<file path="src/core/dtm_cfg.svh">
// Notes on behaviour
// - either enable input off forces every power transistor gate off.
// - gate shutdown completes well under 12 ms after an input drops.
// - power is removed at once, no deceleration: uncontrolled coast stop.
// - stop request flag goes to 1 when any enable input switches off.
// - inhibit state is reported while any enable input is off.
// - second input must drop within 1 s of the first, else mismatch fault.
// - first input returning on before the second dropped posts mismatch fault.
// - second input must return within 1 s of the first, else mismatch fault.
// - second input on within 100 ms clears stop request at once.
// - second input on after 100 ms clears stop request only at 1 s.
// - fault reset accepted only after both inputs off for over 1 s.
// - mismatch is judged only on input transitions, no background test.
`ifndef DTM_CFG_SVH
`define DTM_CFG_SVH

// ----------------------------------------
// timing
// ----------------------------------------
`define DTM_CLK_KHZ 25000
`define DTM_SHORT_MS 100
`define DTM_LONG_MS 1000
`define DTM_RESP_MS 12
`define DTM_GATE_LAT 3
`define DTM_TMR_W 26

// ----------------------------------------
// register map
// ----------------------------------------
`define DTM_ADDR_W 12
`define DTM_OFS_STATUS_WORD 12'h000
`define DTM_OFS_EVENTS 12'h004
`define DTM_OFS_MASK 12'h008
`define DTM_OFS_COMMAND 12'h00c

// ----------------------------------------
// fields
// ----------------------------------------
`define DTM_SW_STOP 0
`define DTM_SW_INHIBIT 1
`define DTM_SW_FAULT 2
`define DTM_SW_GATE 3
`define DTM_SW_CHA 4
`define DTM_SW_CHB 5
`define DTM_SW_STATE 6
`define DTM_EV_W 4
`define DTM_EV_STOP 0
`define DTM_EV_FAULT 1
`define DTM_EV_CLEARED 2
`define DTM_EV_REFUSED 3
`define DTM_CMD_RESET 0
`define DTM_MASK_RST 4'h0

`endif

</file>
<file path="src/core/dtm_pkg.sv">
`include "dtm_cfg.svh"
package dtm_pkg;
   typedef enum logic [2:0] {
      S_RUN = 3'b000,
      S_ONE_OFF = 3'b001,
      S_BOTH_OFF = 3'b011,
      S_ONE_ON = 3'b010,
      S_HOLD = 3'b110,
      S_FAULT = 3'b111
   } dtm_state_type;

   typedef struct packed {
      dtm_state_type state;
      logic [`DTM_TMR_W-1:0] timer;
      logic [`DTM_TMR_W-1:0] offCnt;
      logic firstOffA;
      logic gateEn;
      logic stopRequestFlag;
      logic torqueRemovalInhibitState;
      logic channelMismatchFault;
      logic irq;
      logic motionFaultResetCommand;
      logic [`DTM_EV_W-1:0] events;
      logic [`DTM_EV_W-1:0] mask;
      logic pready;
      logic pslverr;
      logic [31:0] prdata;
   } dtm_regs_type;

   typedef struct packed {
      logic [1:0] meta;
      logic [1:0] q;
   } dtm_sync_type;
endpackage : dtm_pkg

</file>
<file path="src/core/dtm_torque_removal_monitor.sv">
// The address map and the APB register port were decided locally.
`timescale 1ns/1ps
`include "dtm_cfg.svh"
module dtm_torque_removal_monitor #(
   parameter int SHORT_CYCLES = `DTM_SHORT_MS * `DTM_CLK_KHZ,
   parameter int LONG_CYCLES = `DTM_LONG_MS * `DTM_CLK_KHZ
) (
   // clock and reset
   input wire logic clk,
   input wire logic rst_n,
   // safety enable inputs, high = energised
   input wire logic enableA,
   input wire logic enableB,
   // power stage and status
   output logic gateEn,
   output logic stopRequestFlag,
   output logic torqueRemovalInhibitState,
   output logic channelMismatchFault,
   output logic irq,
   // apb slave
   input wire logic psel,
   input wire logic penable,
   input wire logic pwrite,
   input wire logic [`DTM_ADDR_W-1:0] paddr,
   input wire logic [31:0] pwdata,
   output logic pready,
   output logic [31:0] prdata,
   output logic pslverr
);
   localparam logic [`DTM_TMR_W-1:0] SHORT_CYC = `DTM_TMR_W'(SHORT_CYCLES);
   localparam logic [`DTM_TMR_W-1:0] LONG_CYC = `DTM_TMR_W'(LONG_CYCLES);

   dtm_pkg::dtm_regs_type r;
   dtm_pkg::dtm_regs_type next_r;
   logic [1:0] chOn;
   logic bothOn;
   logic bothOff;
   logic setupPhase;
   logic accessPhase;

   // ----------------------------------------
   // input synchroniser
   // ----------------------------------------
   dtm_sync u_sync (
      .clk(clk),
      .rst_n(rst_n),
      .d({enableB, enableA}),
      .q(chOn)
   );

   assign bothOn = chOn[0] & chOn[1];
   assign bothOff = ~(chOn[0] | chOn[1]);
   assign setupPhase = psel & ~penable;
   assign accessPhase = psel & penable & r.pready;

   // ----------------------------------------
   // next state
   // ----------------------------------------
   always_comb begin
      logic [`DTM_EV_W-1:0] ev;
      logic [`DTM_EV_W-1:0] clr;
      logic firstBackOn;
      ev = '0;
      clr = '0;
      firstBackOn = r.firstOffA ? chOn[0] : chOn[1];
      next_r = r;
      next_r.motionFaultResetCommand = 1'b0;

      // window timer saturates at the long window
      if (r.timer < LONG_CYC) begin
         next_r.timer = r.timer + 1'b1;
      end

      // both-off qualification for fault reset
      if (!bothOff) begin
         next_r.offCnt = '0;
      end else if (r.offCnt <= LONG_CYC) begin
         next_r.offCnt = r.offCnt + 1'b1;
      end

      // mismatch is judged only while a demand sequence runs
      unique case (r.state)
         dtm_pkg::S_RUN, dtm_pkg::S_HOLD: begin
            if (!bothOn) begin
               next_r.timer = '0;
               next_r.firstOffA = ~chOn[0];
               next_r.state = bothOff ? dtm_pkg::S_BOTH_OFF : dtm_pkg::S_ONE_OFF;
            end else if (r.state == dtm_pkg::S_HOLD && r.timer >= LONG_CYC) begin
               next_r.state = dtm_pkg::S_RUN;
            end
         end
         dtm_pkg::S_ONE_OFF: begin
            if (bothOff) begin
               next_r.state = dtm_pkg::S_BOTH_OFF;
            end else if (firstBackOn) begin
               next_r.state = dtm_pkg::S_FAULT;
            end else if (r.timer >= LONG_CYC) begin
               next_r.state = dtm_pkg::S_FAULT;
            end
         end
         dtm_pkg::S_BOTH_OFF: begin
            if (!bothOff) begin
               next_r.timer = '0;
               next_r.state = bothOn ? dtm_pkg::S_RUN : dtm_pkg::S_ONE_ON;
            end
         end
         dtm_pkg::S_ONE_ON: begin
            if (bothOn) begin
               if (r.timer < SHORT_CYC) begin
                  next_r.state = dtm_pkg::S_RUN;
               end else begin
                  next_r.state = dtm_pkg::S_HOLD;
               end
            end else if (bothOff) begin
               next_r.state = dtm_pkg::S_BOTH_OFF;
            end else if (r.timer >= LONG_CYC) begin
               next_r.state = dtm_pkg::S_FAULT;
            end
         end
         dtm_pkg::S_FAULT: begin
            // a reset that comes too early is dropped, not queued
            if (r.motionFaultResetCommand) begin
               if (bothOff && r.offCnt > LONG_CYC) begin
                  next_r.state = dtm_pkg::S_BOTH_OFF;
                  ev[`DTM_EV_CLEARED] = 1'b1;
               end else begin
                  ev[`DTM_EV_REFUSED] = 1'b1;
               end
            end
         end
         default: begin
            next_r.state = dtm_pkg::S_FAULT;
         end
      endcase

      if (r.state == dtm_pkg::S_RUN && next_r.state != dtm_pkg::S_RUN) begin
         ev[`DTM_EV_STOP] = 1'b1;
      end
      if (r.state != dtm_pkg::S_FAULT && next_r.state == dtm_pkg::S_FAULT) begin
         ev[`DTM_EV_FAULT] = 1'b1;
      end

      // coast stop: gates drop with no ramp
      next_r.gateEn = (next_r.state == dtm_pkg::S_RUN) & bothOn;
      next_r.stopRequestFlag = next_r.state != dtm_pkg::S_RUN;
      next_r.torqueRemovalInhibitState = ~bothOn;
      next_r.channelMismatchFault = next_r.state == dtm_pkg::S_FAULT;

      // ----------------------------------------
      // apb
      // ----------------------------------------
      next_r.pready = setupPhase;
      next_r.pslverr = 1'b0;
      next_r.prdata = '0;
      if (setupPhase) begin
         unique case (paddr)
            `DTM_OFS_STATUS_WORD: begin
               next_r.prdata[`DTM_SW_STOP] = r.stopRequestFlag;
               next_r.prdata[`DTM_SW_INHIBIT] = r.torqueRemovalInhibitState;
               next_r.prdata[`DTM_SW_FAULT] = r.channelMismatchFault;
               next_r.prdata[`DTM_SW_GATE] = r.gateEn;
               next_r.prdata[`DTM_SW_CHA] = chOn[0];
               next_r.prdata[`DTM_SW_CHB] = chOn[1];
               next_r.prdata[`DTM_SW_STATE +: 3] = r.state;
            end
            `DTM_OFS_EVENTS: begin
               next_r.prdata[`DTM_EV_W-1:0] = r.events;
            end
            `DTM_OFS_MASK: begin
               next_r.prdata[`DTM_EV_W-1:0] = r.mask;
            end
            `DTM_OFS_COMMAND: begin
               next_r.prdata = '0;
            end
            default: begin
               next_r.pslverr = 1'b1;
            end
         endcase
      end
      if (accessPhase) begin
         if (pwrite && paddr == `DTM_OFS_MASK) begin
            next_r.mask = pwdata[`DTM_EV_W-1:0];
         end
         if (pwrite && paddr == `DTM_OFS_COMMAND) begin
            next_r.motionFaultResetCommand = pwdata[`DTM_CMD_RESET];
         end
         if (!pwrite && paddr == `DTM_OFS_EVENTS) begin
            clr = r.events;
         end
      end
      // an event in the clearing cycle survives
      next_r.events = (r.events & ~clr) | ev;
      next_r.irq = |(next_r.events & next_r.mask);
   end

   // ----------------------------------------
   // state register
   // ----------------------------------------
   always_ff @(posedge clk or negedge rst_n) begin
      if (!rst_n) begin
         r <= '{
            state: dtm_pkg::S_BOTH_OFF,
            stopRequestFlag: 1'b1,
            torqueRemovalInhibitState: 1'b1,
            mask: `DTM_MASK_RST,
            default: '0
         };
      end else begin
         r <= next_r;
      end
   end

   assign gateEn = r.gateEn;
   assign stopRequestFlag = r.stopRequestFlag;
   assign torqueRemovalInhibitState = r.torqueRemovalInhibitState;
   assign channelMismatchFault = r.channelMismatchFault;
   assign irq = r.irq;
   assign pready = r.pready;
   assign prdata = r.prdata;
   assign pslverr = r.pslverr;
endmodule : dtm_torque_removal_monitor

</file>
<file path="src/core/dtm_sync.sv">
`timescale 1ns/1ps
module dtm_sync (
   // clock and reset
   input wire logic clk,
   input wire logic rst_n,
   // raw and synchronised levels
   input wire logic [1:0] d,
   output logic [1:0] q
);
   dtm_pkg::dtm_sync_type r;
   dtm_pkg::dtm_sync_type next_r;

   // meta is read only by the second stage
   always_comb begin
      next_r = r;
      next_r.meta = d;
      next_r.q = r.meta;
   end

   // reset to "off": a dead input must look de-energised
   always_ff @(posedge clk or negedge rst_n) begin
      if (!rst_n) begin
         r <= '0;
      end else begin
         r <= next_r;
      end
   end

   assign q = r.q;
endmodule : dtm_sync

</file>
<file path="config.mk">
export PLATFORM = sky130hd
export DESIGN_NAME = dtm_torque_removal_monitor
export DESIGN_NICKNAME = d
export VERILOG_FILES = /design/src/core/dtm_pkg.sv /design/src/core/dtm_torque_removal_monitor.sv /design/src/core/dtm_sync.sv
export VERILOG_INCLUDE_DIRS = /design/src /design/src/core
export SDC_FILE = /design/constraint.sdc
export NUM_CORES = 1
export LEC_CHECK = 0
export ABC_AREA = 1
export BUFFER_PORTS_ARGS = -buffer_cell sky130_fd_sc_hd__clkbuf_2
export CAP_MARGIN = 20
export CORE_MARGIN = 2
export CORE_UTILIZATION = 56
export CTS_CLUSTER_SIZE = 8
export DETAILED_ROUTE_END_ITERATION = 6
export MAX_ROUTING_LAYER = met4
export PLACE_DENSITY = 0.8
export SLEW_MARGIN = 40
export SYNTH_ARGS = -nofsm -noshare
export SYNTH_HDL_FRONTEND = slang
export SYNTH_SLANG_ARGS = --single-unit
</file>
<file path="constraint.sdc">
create_clock -name clk -period 2.1 [get_ports clk]
set_clock_uncertainty 0.1 [all_clocks]
set_input_delay 0.315 -clock clk [delete_from_list [all_inputs] [get_ports clk]]
set_output_delay 0.315 -clock clk [all_outputs]
set_load 0.01 [all_outputs]
</file>
==> metrics <==
global routing usage on met2 38.7%; most common flop cell mapped by yosys dfrtp_1; Net Sw Frac 34.9%; Highest Clock Rate 0.478 GHz; synth unique cells 46; GPL Wtd Cong 0.938; Clock Power Share 27.1%; Worst R2R Start r[83]; Worst setup SP type register; Gate power share 27.8%; worst vdd ir 674 uV; fill cell count 673; Post-Syn Area 4940 um^2; P&R area growth vs syn 18.9%; drc violations 0; routing usage on met3 3.44%; Net Switching 0.00144 W; clk root buf clkbuf_8; RSZ-0062 raised after global routing true; Internal 0.00268 W; Critical Path AT 2.24 ns; DP HPWL 8260 um; crit path time final 2.09 ns; Multi-input gate area 2390 um^2; # setup viols final 0; ratio of cells with drive above 1 in the final layout 26.9%; kind of critical path register to register; number of global-route vias before repair 4323; Post-synth EDFFs 0; Die H 97.9 um; Post-Syn Instances 630; H-tree Lvls 3; total grt overflow 0; Worst Hold Class primary input to register; Critical Path Sink Type register; vias per cell 5.37; Leakage 2.88 nW; clk buf depth 2; Fin. Hold Viols 0; final antenna-violating net count 0; Critical Path Start r[83]; crit-path max FO 5; overall routing resource usage 24.6%; average wire per standard cell 13.8 um; Flop pwr share 45.1%; area of the die 9580 um^2; placed cells 791; core area 8640 um^2; Register Area 2140 um^2; Required @ worst endpoint 2.25 ns; # nets final 775; power per cell area 701 nW/um^2; DRT iter0 DRCs 334; Mean Syn Cell Area 7.83 um^2; Worst-path clk slew 0.09 ns; Sinks on Clock Net 85; Top Ports 90; Synth area leaders dfrtp_1, nand2_1, nor2_1; Core Util, Final 67.9%; worst skew pair latency 0.36 ns; Yosys top cell by area dfrtp_1; initial core utilization 57.2%; CTS Buf Count 9; Die W 97.9 um; grt met1 use 33.1%; CTS tree done; largest net degree at the start of global routing 50; register area share after synthesis 43.2%; number of inserted diodes 0; R2R setup slack 0.007 ns; MaxCap Viol Count 0; Cell Rows 34; Layout Cells excl Fill 834; Port Buf Inserts 38; Pins Over Slew Limit 0; status finished, final reports clean; routed wire length 11500 um; period utilization 99.7%; Hold Startpoint penable; Seq cells post-synth 85; Syn. warnings 0; ys async rst share 100%; Yosys top cell area share 41.1%; global-route wire length before repair 19000 um; Detailed Routing Iterations Pass 1 5; via count 4475; layer with the highest usage met2; antenna violations before repair 0
placed cells by master, fill, tap and decap left out, types with 7 or more instances in the layout:
cell type / count
nand2_1: 96
nor2_1: 88
inv_1: 76
dfrtp_1: 74
buf_4: 54
clkbuf_2: 37
a21oi_1: 35
nand3_1: 30
nor3_1: 25
conb_1: 23
o21ai_0: 22
nand4_1: 17
nand2_2: 16
inv_2: 11
xor2_1: 10
clkbuf_8: 10
nor2_2: 9
dfrtp_2: 7
per-layer routing:
metal	share of wire, %	up-vias
li1	-	2180
met1	44	2129
met2	49	138
met3	4.6	28
met4	2.2	0
met5	0	-
final cells by class:
type	count	share of cell area, %
timing repair buffer	97	11.5
sequential	85	36.5
tap	108	2.30
clock inverter	6	0.917
inverter	89	5.78
multi-input combinational	439	40.7
clock buffer	10	2.35
power groups by stage:
stage	clock (W)	sequential, W	combinational (W)
final	0.00112	0.00185	0.00114
after global routing	0.00121	0.00187	0.00129
after CTS	0.00115	0.00185	0.00110
after detailed placement	0	0.00188	0.00109
after global placement	0	0.00188	0.00106
after floorplan	0	0.00187	0.000679
worst max-delay path, stage by stage (launching register included):
cell,delay (ns)
dfrtp_1,0.41
inv_1,0.12
nand4_1,0.17
nand3_2,0.15
nand3_4,0.11
buf_4,0.18
nor3_4,0.13
nand2_2,0.10
nor2_4,0.12
nand2_2,0.09
nor2_2,0.10
xor2_1,0.16
nor2_1,0.05
kinds of logic (layout without fill, tap and decap cells):
logic type                 count (synthesis)  after routing  share of synthesized area [%]
and+or+nand+nor                          316            316                           31.1
buffers and inverters                    128            202                           12.5
DFF                                       85             85                           43.2
AOI/OAI and AO/OA                         82             82                           9.46
xor gates and xnor gates                  11             11                           1.95
muxes                                      4              4                          0.912
adders and majority gates                  3              3                          0.761
other                                      1             23                         0.0760
through the flow:
step	instance area [um^2]	hold WS, ns	total power, W	setup WS (ns)	setup TNS [ns]
after global routing	5870	0.0547	0.00437	-0.0802	-0.254
after CTS	5570	0.0466	0.00409	0.0200	0
after global placement	5330	0.190	0.00294	0.0549	0
after floorplan	5020	-0.0806	0.00255	0.239	0
after detailed placement	5330	0.191	0.00297	-0.00540	-0.00540
final	5870	0.0566	0.00411	0.00725	0
final timing paths:
kind / cells past startpoint / to
min in group asynchronous: 2 / r[81]
setup / recovery: 12 / r[89]
setup reg to reg: 12 / r[89]
hold / removal: 2 / pready
max in group asynchronous: 3 / r[102]
hold reg to reg: 0 / u_sync.q[1]
synth_stat cells (4+ instances only):
| library cell | number |
|---|---|
| nand2_2 | 6 |
| nor3_1 | 27 |
| inv_2 | 4 |
| dfrtp_1 | 81 |
| nor4_1 | 4 |
| buf_4 | 33 |
| a21oi_1 | 37 |
| dfstp_2 | 4 |
| o21ai_0 | 24 |
| o21a_1 | 4 |
| nor2_4 | 4 |
| nor2_1 | 96 |
| nand3_1 | 33 |
| xor2_1 | 10 |
| mux2_2 | 4 |
| nand4_2 | 6 |
| nand2_1 | 106 |
| inv_1 | 83 |
| nand4_1 | 17 |
state kept, by name (all words and copies together) (netlist names):
| register | flops |
|---|---|
| stopRequestFlag | 1 |
| r | 65 |
| torqueRemovalInhibitState | 1 |
| u_sync.q | 2 |
| channelMismatchFault | 1 |
| prdata | 9 |
| gateEn | 1 |
| pslverr | 1 |
| u_sync.next_r | 2 |
| pready | 1 |
| irq | 1 |
repair_timing:
action	CTS	global route
cloned	0	0
pin swaps	0	17
setup endpoints to repair	2	30
hold buffers	3	0
hold endpoints to repair	30	0
buffers inserted	1	23
gates resized for setup	3	49
(Power assumes the default switching activity.)
